--- src/mrd_consts.svh ---
`ifndef MRD_CONSTS_SVH
`define MRD_CONSTS_SVH
// Region bounds
`define MRD_ROM_HI      32'h0000_FFFF
`define MRD_SRAM_LO     32'h0800_0000
`define MRD_SRAM_HI     32'h0801_FFFF
`define MRD_AFL_LO      32'h1000_0000
`define MRD_AFL_HI      32'h1003_FFFF
`define MRD_SFL_LO      32'h1600_0000
`define MRD_SFL_HI      32'h1600_7FFF
`define MRD_DATA_LO     32'h2000_0000
`define MRD_DATA_HI     32'h3FFF_FFFF
`define MRD_PER_LO      32'h4000_0000
`define MRD_PER_HI      32'h5FFF_FFFF
`define MRD_SERIAL_MEMORY_INTERFACE_LO     32'h6000_0000
`define MRD_SERIAL_MEMORY_INTERFACE_HI     32'h9FFF_FFFF
`define MRD_EXT_LO      32'hA000_0000
`define MRD_EXT_HI      32'hDFFF_FFFF
`define MRD_PPB_LO      32'hE000_0000
`define MRD_PPB_HI      32'hE00F_FFFF
`define MRD_SYS_LO      32'hE010_A000
// Address fields
`define MRD_BLK_MSB     16
`define MRD_BLK_LSB     15
`define MRD_ROW_MSB     17
`define MRD_ROW_LSB     9
`define MRD_SECTOR_BIT  17
`define MRD_WSEL_MSB    3
`define MRD_WSEL_LSB    2
// Masters, contexts, rights bits
`define MRD_MST_SECOND  2'h1
`define MRD_CTX_BOOT    3'h0
`define MRD_RGT_RD      0
`define MRD_RGT_WR      1
`define MRD_RGT_EX      2
// Reset values
`define MRD_CTX_RST     24'h00_0000
`define MRD_RIGHTS_RST  24'hFF_FFFF
`define MRD_PWR_RST     4'hF
`define MRD_RET_RST     4'h0
`define MRD_WORD_RST    32'h0000_0000
// Configuration selectors
`define MRD_CFG_CTX     2'h0
`define MRD_CFG_RIGHTS  2'h1
`define MRD_CFG_SRAM    2'h2
// Fuse array
`define MRD_FUSE_BITS   1024
`define MRD_FUSE_SYS    10'h200
`define MRD_FUSE_SECURE 10'h1F0
`define MRD_FUSE_RST    1024'h0
`endif

--- src/mrd_pkg.sv ---
package mrd_pkg;
`include "mrd_consts.svh"
  typedef enum logic [7:0] {
    MRD_TGT_NONE   = 8'h00,
    MRD_TGT_ROM    = 8'h01,
    MRD_TGT_SRAM   = 8'h02,
    MRD_TGT_AFLASH = 8'h04,
    MRD_TGT_SUPERVISORY_FLASH = 8'h08,
    MRD_TGT_PERIPH = 8'h10,
    MRD_TGT_SERIAL_MEMORY_INTERFACE   = 8'h20,
    MRD_TGT_PPB    = 8'h40,
    MRD_TGT_SYSREG = 8'h80
  } mrd_tgt_t;
  typedef enum logic [2:0] {
    MRD_ST_IDLE = 3'h1,
    MRD_ST_WAIT = 3'h2,
    MRD_ST_RESP = 3'h4
  } mrd_state_t;
  typedef enum logic [2:0] {
    MRD_ERR_NONE     = 3'h0,
    MRD_ERR_UNMAPPED = 3'h1,
    MRD_ERR_NOEXEC   = 3'h2,
    MRD_ERR_RIGHTS   = 3'h3,
    MRD_ERR_POWER    = 3'h4,
    MRD_ERR_LOCKED   = 3'h5,
    MRD_ERR_ROMPRIV  = 3'h6,
    MRD_ERR_READONLY = 3'h7
  } mrd_err_t;
  typedef struct packed {
    mrd_state_t       state;
    logic             ulp_meta;
    logic             ultra_low_power_mode;
    logic [7:0][2:0]  ctx_map;
    logic [7:0][2:0]  rights;
    logic [3:0]       sram_pwr;
    logic [3:0]       sram_ret;
    mrd_tgt_t         tgt;
    logic [31:0]      addr;
    logic             write;
    logic [31:0]      wdata;
    logic [1:0]       master;
    logic [2:0]       ctx;
    mrd_err_t         cause;
    logic [31:0]      rdata;
    logic [31:0]      err_addr;
    logic             fuse_err;
  } mrd_top_t;
  typedef struct packed {
    logic [`MRD_FUSE_BITS-1:0] fuse;
    logic                      rd_bit;
  } mrd_fuse_t;
endpackage

--- src/mrd_fuse.sv ---
`timescale 1ns/100ps
`include "mrd_consts.svh"
module mrd_fuse (
  // Clock and reset
  input  wire logic       clk,
  input  wire logic       rst_n,
  // Programming
  input  wire logic       prog,
  input  wire logic [9:0] prog_index,
  // Read and lifecycle
  input  wire logic [9:0] rd_index,
  output logic            rd_bit,
  output logic            secure
);
  mrd_pkg::mrd_fuse_t s;
  mrd_pkg::mrd_fuse_t n;

  always_comb begin
    n = s;
    // Only ever sets a bit; only reset clears them
    if (prog) begin
      n.fuse[prog_index] = 1'b1;
    end
    n.rd_bit = s.fuse[rd_index];
  end

  always_ff @(posedge clk or negedge rst_n) begin
    if (!rst_n) begin
      s <= '{fuse: `MRD_FUSE_RST, rd_bit: 1'b0};
    end else begin
      s <= n;
    end
  end

  assign rd_bit = s.rd_bit;
  assign secure = s.fuse[`MRD_FUSE_SECURE];
endmodule

--- src/mrd_decoder.sv ---
// Contract
// - Low 64 KB goes to boot ROM.
// - SRAM window up to 128 KB.
// - Application flash window up to 256 KB.
// - Supervisory flash window of 32 KB.
// - Peripheral space, never instruction fetch.
// - Serial memory space, fetch allowed.
// - Architectural data region has no memory.
// - External device region has no target.
// - Private core space goes to issuing core.
// - Top space goes to system registers.
// - Same fixed map for every master.
// - Flash reads fetch 128-bit lines.
// - Flash programs 512-byte rows, 128 KB sectors.
// - No flash writes in ultra low power.
// - SRAM power and retention per 32 KB.
// - ROM fetch only secondary core, context 0.
// - Eight contexts per master and privilege.
// - 1024 fuses, lower 512 system owned.
// - Fuses start 0, set once, never clear; here RESET_N clears all of them.
// - Secure stage locks supervisory flash writes.
`timescale 1ns/100ps
`include "mrd_consts.svh"
module mrd_decoder (
  // Clock and reset
  input  wire logic         MCLK,
  input  wire logic         RESET_N,
  // Master request
  input  wire logic         REQ_VALID,
  input  wire logic [31:0]  REQ_ADDR,
  input  wire logic         REQ_WRITE,
  input  wire logic         REQ_FETCH,
  input  wire logic [31:0]  REQ_WDATA,
  input  wire logic [1:0]   REQ_MASTER,
  input  wire logic         REQ_PRIV,
  // Master response
  output logic              RESP_VALID,
  output logic              RESP_ERROR,
  output logic [2:0]        RESP_CAUSE,
  output logic [31:0]       RESP_RDATA,
  output logic [31:0]       ERR_ADDR,
  // Target side
  output logic              TGT_VALID,
  output logic [7:0]        TGT_SEL,
  output logic [31:0]       TGT_ADDR,
  output logic              TGT_WRITE,
  output logic [31:0]       TGT_WDATA,
  output logic [1:0]        TGT_MASTER,
  output logic [2:0]        TGT_CTX,
  output logic [8:0]        TGT_ROW,
  output logic              TGT_SECTOR,
  input  wire logic         TGT_READY,
  input  wire logic [31:0]  TGT_RDATA,
  input  wire logic [127:0] FLASH_RDATA,
  // Power
  input  wire logic         ULTRA_LOW_POWER_MODE,
  output logic [3:0]        SRAM_PWR_EN,
  output logic [3:0]        SRAM_RETAIN,
  // Boot configuration
  input  wire logic         CFG_VALID,
  input  wire logic [1:0]   CFG_SEL,
  input  wire logic [2:0]   CFG_INDEX,
  input  wire logic [2:0]   CFG_DATA,
  // Fuse array
  input  wire logic         FUSE_PROG_VALID,
  input  wire logic [9:0]   FUSE_PROG_INDEX,
  input  wire logic [1:0]   FUSE_MASTER,
  input  wire logic         FUSE_PRIV,
  output logic              FUSE_PROG_ERR,
  input  wire logic [9:0]   FUSE_RD_INDEX,
  output logic              FUSE_RD_BIT,
  output logic              SECURE_STAGE
);
  mrd_pkg::mrd_top_t s;
  mrd_pkg::mrd_top_t n;

  mrd_pkg::mrd_tgt_t tgt_c;
  mrd_pkg::mrd_err_t cause_c;
  logic [2:0]        ctx_c;
  logic [2:0]        rgt_c;
  logic [2:0]        fctx_c;
  logic              fuse_ok_c;
  logic              secure;
  logic              is_flash_c;
  logic              data_c;
  logic              write_c;
  logic [3:0][31:0]  line_c;

  // Address map, independent of the requesting master
  function automatic mrd_pkg::mrd_tgt_t decode(input logic [31:0] a);
    mrd_pkg::mrd_tgt_t t;
    t = mrd_pkg::MRD_TGT_NONE;
    if (a <= `MRD_ROM_HI) begin
      t = mrd_pkg::MRD_TGT_ROM;
    end else if (a >= `MRD_SRAM_LO && a <= `MRD_SRAM_HI) begin
      t = mrd_pkg::MRD_TGT_SRAM;
    end else if (a >= `MRD_AFL_LO && a <= `MRD_AFL_HI) begin
      t = mrd_pkg::MRD_TGT_AFLASH;
    end else if (a >= `MRD_SFL_LO && a <= `MRD_SFL_HI) begin
      t = mrd_pkg::MRD_TGT_SUPERVISORY_FLASH;
    end else if (a >= `MRD_DATA_LO && a <= `MRD_DATA_HI) begin
      t = mrd_pkg::MRD_TGT_NONE;
    end else if (a >= `MRD_PER_LO && a <= `MRD_PER_HI) begin
      t = mrd_pkg::MRD_TGT_PERIPH;
    end else if (a >= `MRD_SERIAL_MEMORY_INTERFACE_LO && a <= `MRD_SERIAL_MEMORY_INTERFACE_HI) begin
      t = mrd_pkg::MRD_TGT_SERIAL_MEMORY_INTERFACE;
    end else if (a >= `MRD_EXT_LO && a <= `MRD_EXT_HI) begin
      t = mrd_pkg::MRD_TGT_NONE;
    end else if (a >= `MRD_PPB_LO && a <= `MRD_PPB_HI) begin
      t = mrd_pkg::MRD_TGT_PPB;
    end else if (a >= `MRD_SYS_LO) begin
      t = mrd_pkg::MRD_TGT_SYSREG;
    end
    return t;
  endfunction

  always_comb begin
    n = s;
    tgt_c = decode(REQ_ADDR);
    ctx_c = s.ctx_map[{REQ_MASTER, REQ_PRIV}];
    rgt_c = s.rights[ctx_c];
    is_flash_c = (tgt_c == mrd_pkg::MRD_TGT_AFLASH) ||
                 (tgt_c == mrd_pkg::MRD_TGT_SUPERVISORY_FLASH);
    data_c = !REQ_FETCH && !REQ_WRITE;
    // A fetch is a read even with the write line up
    write_c = REQ_WRITE && !REQ_FETCH;
    line_c = FLASH_RDATA;

    // Ultra low power pin synchroniser
    n.ulp_meta = ULTRA_LOW_POWER_MODE;
    n.ultra_low_power_mode = s.ulp_meta;

    // Access checks, first failing one names the cause
    cause_c = mrd_pkg::MRD_ERR_NONE;
    if (tgt_c == mrd_pkg::MRD_TGT_NONE) begin
      cause_c = mrd_pkg::MRD_ERR_UNMAPPED;
    end else if (REQ_FETCH && (tgt_c == mrd_pkg::MRD_TGT_PERIPH ||
                 tgt_c == mrd_pkg::MRD_TGT_PPB ||
                 tgt_c == mrd_pkg::MRD_TGT_SYSREG)) begin
      cause_c = mrd_pkg::MRD_ERR_NOEXEC;
    end else if (REQ_FETCH && tgt_c == mrd_pkg::MRD_TGT_ROM &&
                 !(REQ_MASTER == `MRD_MST_SECOND && ctx_c == `MRD_CTX_BOOT)) begin
      cause_c = mrd_pkg::MRD_ERR_ROMPRIV;
    end else if (write_c && tgt_c == mrd_pkg::MRD_TGT_ROM) begin
      cause_c = mrd_pkg::MRD_ERR_READONLY;
    end else if ((REQ_FETCH && !rgt_c[`MRD_RGT_EX]) ||
                 (write_c && !rgt_c[`MRD_RGT_WR]) ||
                 (data_c && !rgt_c[`MRD_RGT_RD])) begin
      cause_c = mrd_pkg::MRD_ERR_RIGHTS;
    end else if (tgt_c == mrd_pkg::MRD_TGT_SRAM &&
                 !s.sram_pwr[REQ_ADDR[`MRD_BLK_MSB:`MRD_BLK_LSB]]) begin
      cause_c = mrd_pkg::MRD_ERR_POWER;
    end else if (write_c && is_flash_c && s.ultra_low_power_mode) begin
      cause_c = mrd_pkg::MRD_ERR_POWER;
    end else if (write_c && tgt_c == mrd_pkg::MRD_TGT_SUPERVISORY_FLASH && secure) begin
      cause_c = mrd_pkg::MRD_ERR_LOCKED;
    end

    // Access sequencer
    unique case (s.state)
      mrd_pkg::MRD_ST_IDLE: begin
        if (REQ_VALID) begin
          // Request fields are captured once and held in registers, so the master need not hold them
          n.addr = REQ_ADDR;
          n.write = write_c;
          n.wdata = REQ_WDATA;
          n.master = REQ_MASTER;
          n.ctx = ctx_c;
          n.tgt = tgt_c;
          n.cause = cause_c;
          n.rdata = `MRD_WORD_RST;
          if (cause_c != mrd_pkg::MRD_ERR_NONE) begin
            n.err_addr = REQ_ADDR;
            n.state = mrd_pkg::MRD_ST_RESP;
          end else begin
            n.state = mrd_pkg::MRD_ST_WAIT;
          end
        end
      end
      mrd_pkg::MRD_ST_WAIT: begin
        if (TGT_READY) begin
          if (!s.write && (s.tgt == mrd_pkg::MRD_TGT_AFLASH ||
                           s.tgt == mrd_pkg::MRD_TGT_SUPERVISORY_FLASH)) begin
            // Word picked out of the wide flash line
            n.rdata = line_c[s.addr[`MRD_WSEL_MSB:`MRD_WSEL_LSB]];
          end else if (!s.write) begin
            n.rdata = TGT_RDATA;
          end
          n.state = mrd_pkg::MRD_ST_RESP;
        end
      end
      mrd_pkg::MRD_ST_RESP: begin
        n.state = mrd_pkg::MRD_ST_IDLE;
      end
      default: begin
        n.state = mrd_pkg::MRD_ST_IDLE;
      end
    endcase

    // Boot time configuration of contexts, rights and SRAM power
    if (CFG_VALID) begin
      unique case (CFG_SEL)
        `MRD_CFG_CTX: begin
          n.ctx_map[CFG_INDEX] = CFG_DATA;
        end
        `MRD_CFG_RIGHTS: begin
          n.rights[CFG_INDEX] = CFG_DATA;
        end
        `MRD_CFG_SRAM: begin
          n.sram_pwr[CFG_INDEX[1:0]] = CFG_DATA[0];
          n.sram_ret[CFG_INDEX[1:0]] = CFG_DATA[1];
        end
        default: begin
        end
      endcase
    end

    // System half of the fuses only from the boot context
    fctx_c = s.ctx_map[{FUSE_MASTER, FUSE_PRIV}];
    fuse_ok_c = FUSE_PROG_VALID &&
                (FUSE_PROG_INDEX >= `MRD_FUSE_SYS || fctx_c == `MRD_CTX_BOOT);
    n.fuse_err = FUSE_PROG_VALID && !fuse_ok_c;
  end

  always_ff @(posedge MCLK or negedge RESET_N) begin
    if (!RESET_N) begin
      s <= '{
        state:    mrd_pkg::MRD_ST_IDLE,
        ulp_meta: 1'b0,
        ultra_low_power_mode:      1'b0,
        ctx_map:  `MRD_CTX_RST,
        rights:   `MRD_RIGHTS_RST,
        sram_pwr: `MRD_PWR_RST,
        sram_ret: `MRD_RET_RST,
        tgt:      mrd_pkg::MRD_TGT_NONE,
        addr:     `MRD_WORD_RST,
        write:    1'b0,
        wdata:    `MRD_WORD_RST,
        master:   2'h0,
        ctx:      `MRD_CTX_BOOT,
        cause:    mrd_pkg::MRD_ERR_NONE,
        rdata:    `MRD_WORD_RST,
        err_addr: `MRD_WORD_RST,
        fuse_err: 1'b0
      };
    end else begin
      s <= n;
    end
  end

  mrd_fuse u_fuse (
    .clk        (MCLK),
    .rst_n      (RESET_N),
    .prog       (fuse_ok_c),
    .prog_index (FUSE_PROG_INDEX),
    .rd_index   (FUSE_RD_INDEX),
    .rd_bit     (FUSE_RD_BIT),
    .secure     (secure)
  );

  // Response side
  assign RESP_VALID = (s.state == mrd_pkg::MRD_ST_RESP);
  assign RESP_ERROR = (s.cause != mrd_pkg::MRD_ERR_NONE);
  assign RESP_CAUSE = s.cause;
  assign RESP_RDATA = s.rdata;
  assign ERR_ADDR   = s.err_addr;

  // Target side
  assign TGT_VALID  = (s.state == mrd_pkg::MRD_ST_WAIT);
  assign TGT_SEL    = s.tgt;
  assign TGT_ADDR   = s.addr;
  assign TGT_WRITE  = s.write;
  assign TGT_WDATA  = s.wdata;
  assign TGT_MASTER = s.master;
  assign TGT_CTX    = s.ctx;
  assign TGT_ROW    = s.addr[`MRD_ROW_MSB:`MRD_ROW_LSB];
  assign TGT_SECTOR = s.addr[`MRD_SECTOR_BIT];

  // Power, fuse and lifecycle status
  assign SRAM_PWR_EN   = s.sram_pwr;
  assign SRAM_RETAIN   = s.sram_ret;
  assign FUSE_PROG_ERR = s.fuse_err;
  assign SECURE_STAGE  = secure;
endmodule

--- config.mk ---
export PLATFORM = sky130hd
export DESIGN_NAME = mrd_decoder
export DESIGN_NICKNAME = d
export VERILOG_FILES = /design/src/mrd_pkg.sv /design/src/mrd_fuse.sv /design/src/mrd_decoder.sv
export VERILOG_INCLUDE_DIRS = /design/src
export SDC_FILE = /design/constraint.sdc
export NUM_CORES = 2
export LEC_CHECK = 0
export BUFFER_PORTS_ARGS = -buffer_cell sky130_fd_sc_hd__buf_4
export CAP_MARGIN = 20
export CORE_UTILIZATION = 40
export CTS_CLUSTER_DIAMETER = 80
export DETAILED_ROUTE_END_ITERATION = 8
export SLEW_MARGIN = 10
export SYNTH_ARGS = -nofsm -noshare
export SYNTH_HDL_FRONTEND = slang
export SYNTH_SLANG_ARGS = --single-unit
--- constraint.sdc ---
create_clock -name MCLK -period 8.3 [get_ports MCLK]
set_input_delay 0 -clock MCLK [delete_from_list [all_inputs] [get_ports MCLK]]
set_output_delay 0 -clock MCLK [all_outputs]
set_load 0.01 [all_outputs]
-- Word-level counts from Yosys, hierarchy flattened
Cells that the tools add are included.
- order comparisons: 31
- eq/ne operators: 18
- mux-type cells: 50
- bitwise logic cells: 1
- reduce and logical (&&, ||, !) cells: 59
- operators with widths (cell ; count):
    $or 1024x1024->1024 ; 1
    $mux 32 ; 5
    $ge 32x32->1 const B ; 3
    $le 32x32->1 const B ; 3
    $mux 8 ; 10
    $bmux 32 s2 ; 1
    $ge 32x29->1 const B ; 2
    $ge 32x31->1 const B ; 2
    $le 32x29->1 const B ; 2
    $mux 64 ; 1
    $pmux 32 s2 ; 1
    $bwmux 24 ; 2
    $mux 3 ; 15
    $ge 32x28->1 const B ; 1
    $ge 32x30->1 const B ; 1
    $le 32x16->1 const B ; 1
    $le 32x28->1 const B ; 1
    $le 32x30->1 const B ; 1
    $le 32x31->1 const B ; 1
    $logic_and 1x1->1 ; 29
    $bmux 3 s3 ; 3
    $lt 10x11->1 const B ; 2
    $eq 8x3->1 const B ; 2
    $eq 8x4->1 const B ; 2
    other kinds (37) ; 67
- flip-flop bits (word level): 1232
- bits of input ports: 267
- output and inout port bits: 169
- logic and storage cells: 192

-- Depth between registers and ports, before layout
- depth in word-level cells: 26
- depth in mapped cells: 13
- mapped depth without buffers: 9

-- By module
Synthesis repeated with hierarchy kept, for this count alone.
- cell total of the unflattened synthesis: 4160
- area total of the unflattened synthesis: 54641.2 µm²
- by module, submodules not included (module ; instances ; cells each ; area each (µm²) ; seq. area each (µm²)):
    mrd_fuse ; 1 ; 3102 ; 43379.1 ; 25649.6
    mrd_decoder ; 1 ; 1058 ; 11262.1 ; 5216.3

-- Worst setup path before layout
OpenSTA, ideal clock, no wires.
- kind: in2reg
- from: in FUSE_RD_INDEX[0]
- to: reg u_fuse.s, in the netlist u_fuse.rd_bit
- library setup time: 0.127 ns
- arrival: 2.913 ns
- required time: 8.173 ns
- slack: 5.260 ns
- stages on the path: 10
- path buffers: 4
- cell sequence: clkbuf_1 -> buf_2 -> buf_2 -> buf_1 -> mux4_2 -> mux4_2 -> a221oi_1 -> o221ai_1 -> a211oi_1 -> a21oi_1
- RTL lines (item ; line ; source):
    start, declared ; mrd_decoder.sv:70 ; input wire logic [9:0] FUSE_RD_INDEX,
    end signal, assigned ; mrd_fuse.sv:29 ; s <= '{fuse: `MRD_FUSE_RST, rd_bit: 1'b0};
    end signal, assigned ; mrd_fuse.sv:31 ; s <= n;
    end, declared ; mrd_fuse.sv:15 ; mrd_pkg::mrd_fuse_t s;

-- Worst setup path after layout
- from: reg s[195] (netlist name)
- to: reg s, in the netlist ERR_ADDR[0]
- longest elaborated chain between the ends: 15
- elaborated cells on any way between the ends: 23
- those cells by class: mux (9); reduce/logical (14)
- ends and longest elaborated chain (item ; line ; source):
    start, declared ; mrd_decoder.sv:74 ; mrd_pkg::mrd_top_t s;
    start signal, assigned ; mrd_decoder.sv:227 ; s <= '{
    start signal, assigned ; mrd_decoder.sv:247 ; s <= n;
    $bmux 3 s3 * ; mrd_decoder.sv:120 ; ctx_c = s.ctx_map[{REQ_MASTER, REQ_PRIV}];
    $mux 3 (not written as such) * ; mrd_decoder.sv:120 ;
    $bmux 3 s3 ; mrd_decoder.sv:121 ; rgt_c = s.rights[ctx_c];
    $mux 3 (not written as such) ; mrd_decoder.sv:121 ;
    $logic_not 1->1, on equally long branches ; mrd_decoder.sv:146, mrd_decoder.sv:147 ;
    $logic_and 1x1->1, on equally long branches ; mrd_decoder.sv:146, mrd_decoder.sv:147 ;
    $logic_or 1x1->1 (2 in series) ; mrd_decoder.sv:146 ; end else if ((REQ_FETCH && !rgt_c[`MRD_RGT_EX]) ||
    $mux 3 ; mrd_decoder.sv:146 ;
    $mux 3 ; mrd_decoder.sv:144 ; end else if (write_c && tgt_c == mrd_pkg::MRD_TGT_ROM) begin
    $mux 3 * ; mrd_decoder.sv:141 ; end else if (REQ_FETCH && tgt_c == mrd_pkg::MRD_TGT_ROM &&
    $mux 3 * ; mrd_decoder.sv:137 ; end else if (REQ_FETCH && (tgt_c == mrd_pkg::MRD_TGT_PERIPH ||
    $mux 3 * ; mrd_decoder.sv:135 ; if (tgt_c == mrd_pkg::MRD_TGT_NONE) begin
    $reduce_bool 3->1 * ; mrd_decoder.sv:172 ; if (cause_c != mrd_pkg::MRD_ERR_NONE) begin
    $reduce_and 3->1 (no line) * ; n/a ;
Every way passes the cells marked *; elsewhere a longest branch is shown, timed or not. The select of a mux whose other input is x is not followed.
A chain may end at the register's enable or synchronous reset.

==> metrics.md <==
| Metric | Value |
|---|---|
| Status | `finished clean` |
| Pre-antenna DRT Iters | `5` |
| # placed instances | `approximately 5600` |
| Layout cells sized above 1 | `0.299` |
| GRT overflow | `0` |
| Final setup vio count | `0` |
| Worst Hold Path Cells | `4` |
| CP startpoint kind | `flip-flop` |
| Wire per inst | `26.3 µm` |
| Reg-to-reg startpoint | `s[195]` |
| Hpwl dp | `about 94 mm` |
| Worst EP arrival | `about 4.4 ns` |
| Syn_nets | `4098` |
| Syn Area/Cell | `about 14 µm²` |
| Final instance area | `roughly 0.064 mm²` |
| Core ar. | `between 0.1 and 0.15 mm²` |
| CTS max path bufs | `3` |
| DRC viols | `0` |
| Total power | `around 15 mW` |
| CTS tree | `done` |
| CTS Sinks | `1232` |
| Vias in the first global route | `36100` |
| Detail Route Antenna Nets | `0` |
| WHS | `~0.042 ns` |
| Hold_sp | `REQ_WDATA[22]` |
| Gate Count Post-Synth | `between 3000 and 4000` |
| # IOs | `436` |
| Initial DRC Count | `around 3000` |
| Clock Latency Late Sink | `around 0.75 ns` |
| Critical path class | `flip-flop to flip-flop` |
| Clock Pin Slew Worst Setup and Hold Paths | `0.06 ns` |
| Die Ht | `368 µm` |
| Worst EP required | `approximately 8.9 ns` |
| Ys async rst share | `1.00` |
| Number of buffers created by CTS | `between 100 and 150` |
| Cell breakdown of the critical path | `mux2i_1, mux4_2, mux2_2, a222oi_1, a21o_2, o2111ai_1, o21ai_1, a31o_2, buf_4, mux2_1` |
| RSZ-0062 raised after global routing | `false` |
| FF-to-FF path depth | `10` |
| Power Dens Cells | `approximately 240 mW/mm²` |
| Crit Path Max Fanout | `27` |
| Synth unique cells | `59` |
| Leak pwr | `38.2 nW` |
| Global-route wire length before repair | `approximately 240 mm` |
| Synth Register Bits | `1232` |
| Area post-placement | `between 0.05 and 0.06 mm²` |
| Period utilization | `0.451` |
| Flop2flop setup slack | `roughly 4.6 ns` |
| Placer Congestion | `slightly below 0.9` |
| Chip Width | `~370 µm` |
| I/O Buffers | `~440` |
| CP max-delay cell | `mux4_2` |
| Commonest non-fill, non-tap cell in the layout | `dfrtp_1` |
| Layout Skew | `0.0218 ns` |
| Worst Hold End | `TGT_WDATA[22]` |
| Vias per cell | `5.73` |
| Worst Hold Class | `input port to flip-flop` |
| Max-cap violations | `0` |
| Crit path largest cell delay | `roughly 0.55 ns` |
| Initial core utilization | `0.405` |
| Total Routing Usage GR | `0.238` |
| Vias | `about 35000` |
| Critical path launch point | `s[195]` |
| Most common flop cell mapped by yosys | `dfrtp_1` |
| Clock root buffer | `clkbuf_16` |
| Max_slew headroom | `0.272` |
| # rows | `between 100 and 150` |
| Initial antenna violation count | `9` |
| Max Slew Vio Count | `0` |
| Worst Max-Slew Pin Slew | `roughly 1.1 ns` |
| Crit end category | `flip-flop` |
| H-tree levels | `4` |
| Die area | `between 0.1 and 0.15 mm²` |
| Worst r2r dst | `ERR_ADDR[0]` |
| Setup repair bufs after CTS | `0` |
| Max IR drop VDD | `~0.00019 V` |
| FMAX | `around 0.27 GHz` |
| Yosys Warn Count | `0` |
| Pin count of the biggest net entering global routing | `178` |
| Setup_tns | `0 ns` |
| Nets | `approximately 4500` |
| Final cell count without fillers | `slightly above 6000` |
| Synthesized cell area | `0.0536 mm²` |
| Fin. Hold Viols | `0` |
| Most frequent cells in the layout | `dfrtp_1, a21o_1, buf_4` |
| Sequential area share after synthesis | `0.576` |
| Area Overhead vs Synth | `20.2%` |
| Final Critical Period | `~3.7 ns` |
| Routed wire length | `approximately 160 mm` |
| Post-synth EDFFs | `0` |
[layer usage]
layer | routed length (µm) | vias to the layer above | global-route usage | share of wire
li1 | - | 14600 | - | -
met1 | 69700 | 18700 | 0.336 | 0.43
met2 | 73300 | 1255 | 0.361 | 0.46
met3 | 11000 | 275 | 0.0494 | 0.069
met4 | 6220 | 2 | 0.0944 | 0.039
met5 | 13 | - | 0 | 0.000081
[state kept, by name, indices dropped and copies added (netlist names)]
register,flops
n,1
u_fuse.s,1023
FUSE_PROG_ERR,1
SRAM_RETAIN,4
u_fuse.secure,1
TGT_WRITE,1
TGT_WDATA,32
TGT_CTX,3
RESP_RDATA,32
TGT_MASTER,2
TGT_SEL,8
TGT_ADDR,32
u_fuse.rd_bit,1
SRAM_PWR_EN,4
s,52
ERR_ADDR,32
RESP_CAUSE,3
[per-stage QoR]
| step | setup WS (ns) | util |
|---|---|---|
| after floorplan | 5.26 | - |
| after global placement | 4.24 | 0.437 |
| after detailed placement | 4.32 | 0.437 |
| after CTS | 4.57 | 0.487 |
| after global routing | 4.38 | 0.487 |
| final | 4.56 | 0.487 |
[repair_timing]
action,in CTS,in global routing
hold endpoints to repair,605,0
resized for setup,0,0
hold buffers,208,0
[where the power goes]
group | internal (mW) | switching, mW | total, mW
combinational | 1.12 | 1.29 | 2.41
sequential | 6.44 | 0.291 | 6.74
clock | 3.69 | 2.49 | 6.19
total | 11.3 | 4.08 | 15.3
[critical path, delay by kind of cell, from the launching register on]
kind,cells,cell delay (ns)
buf+inv,1,0.52
compound gates,5,1.20
flops,1,0.39
mux,4,1.50
[cells by family (layout without fill, tap and decap cells)]
| kind of cell | Yosys count | count (layout) | synth area share |
|---|---|---|---|
| buf+inv | 490 | 979 | 0.0469 |
| mux | 498 | 498 | 0.181 |
| other cells | 0 | 8 | 0 |
| flops | 1232 | 1232 | 0.576 |
| compound gates | 1150 | 1150 | 0.159 |
| simple gates | 460 | 460 | 0.0365 |
| xor+xnor | 1 | 1 | 0.000164 |
[area by class of cell]
class | count | area (µm²)
Antenna cell | 8 | 20.0
Clock buffer | 201 | 4090
Clock inverter | 38 | 474
Fill cell | 11500 | 67700
Inverter | 4 | 15.0
Multi-Input combinational cell | 2109 | 20500
Sequential cell | 1232 | 30900
Tap cell | 1755 | 2200
Timing Repair Buffer | 736 | 6190
[worst max-delay path by stage]
stage,depth (start not counted),end,slack (ns)
floorplan,10,u_fuse.rd_bit,5.26
global placement,10,u_fuse.rd_bit,4.24
detailed placement,10,u_fuse.rd_bit,4.32
CTS,10,ERR_ADDR[1],4.57
global route,11,u_fuse.rd_bit,4.38
finish,10,ERR_ADDR[0],4.56
[cell usage after synthesis (4+ instances only)]
cell,count,area [µm²]
dfrtp_1,1203,30100
a21o_1,1026,7700
mux4_2,357,8040
nand2_1,283,1060
clkbuf_1,268,1010
buf_4,161,1210
nor2_1,90,338
mux2_2,58,653
mux2i_1,49,490
o21ai_0,45,225
mux2_4,31,465
buf_1,29,109
dfstp_2,29,762
a22oi_1,23,173
buf_2,22,110
a21oi_1,11,55.1
nor3_1,11,55.1
nand3_1,10,50.1
nand3b_1,10,75.1
nor2b_1,10,62.6
nand2b_1,9,56.3
a221oi_1,8,70.1
a22o_1,8,70.1
nor4_1,7,43.8
or3_1,7,43.8
a211oi_1,5,37.5
and2_1,5,31.3
buf_6,5,56.3
inv_1,4,15.0
nand4_1,4,25.0
nor3b_1,4,30.0
or3b_2,4,35.0
Power figures use the tool's default switching activity.
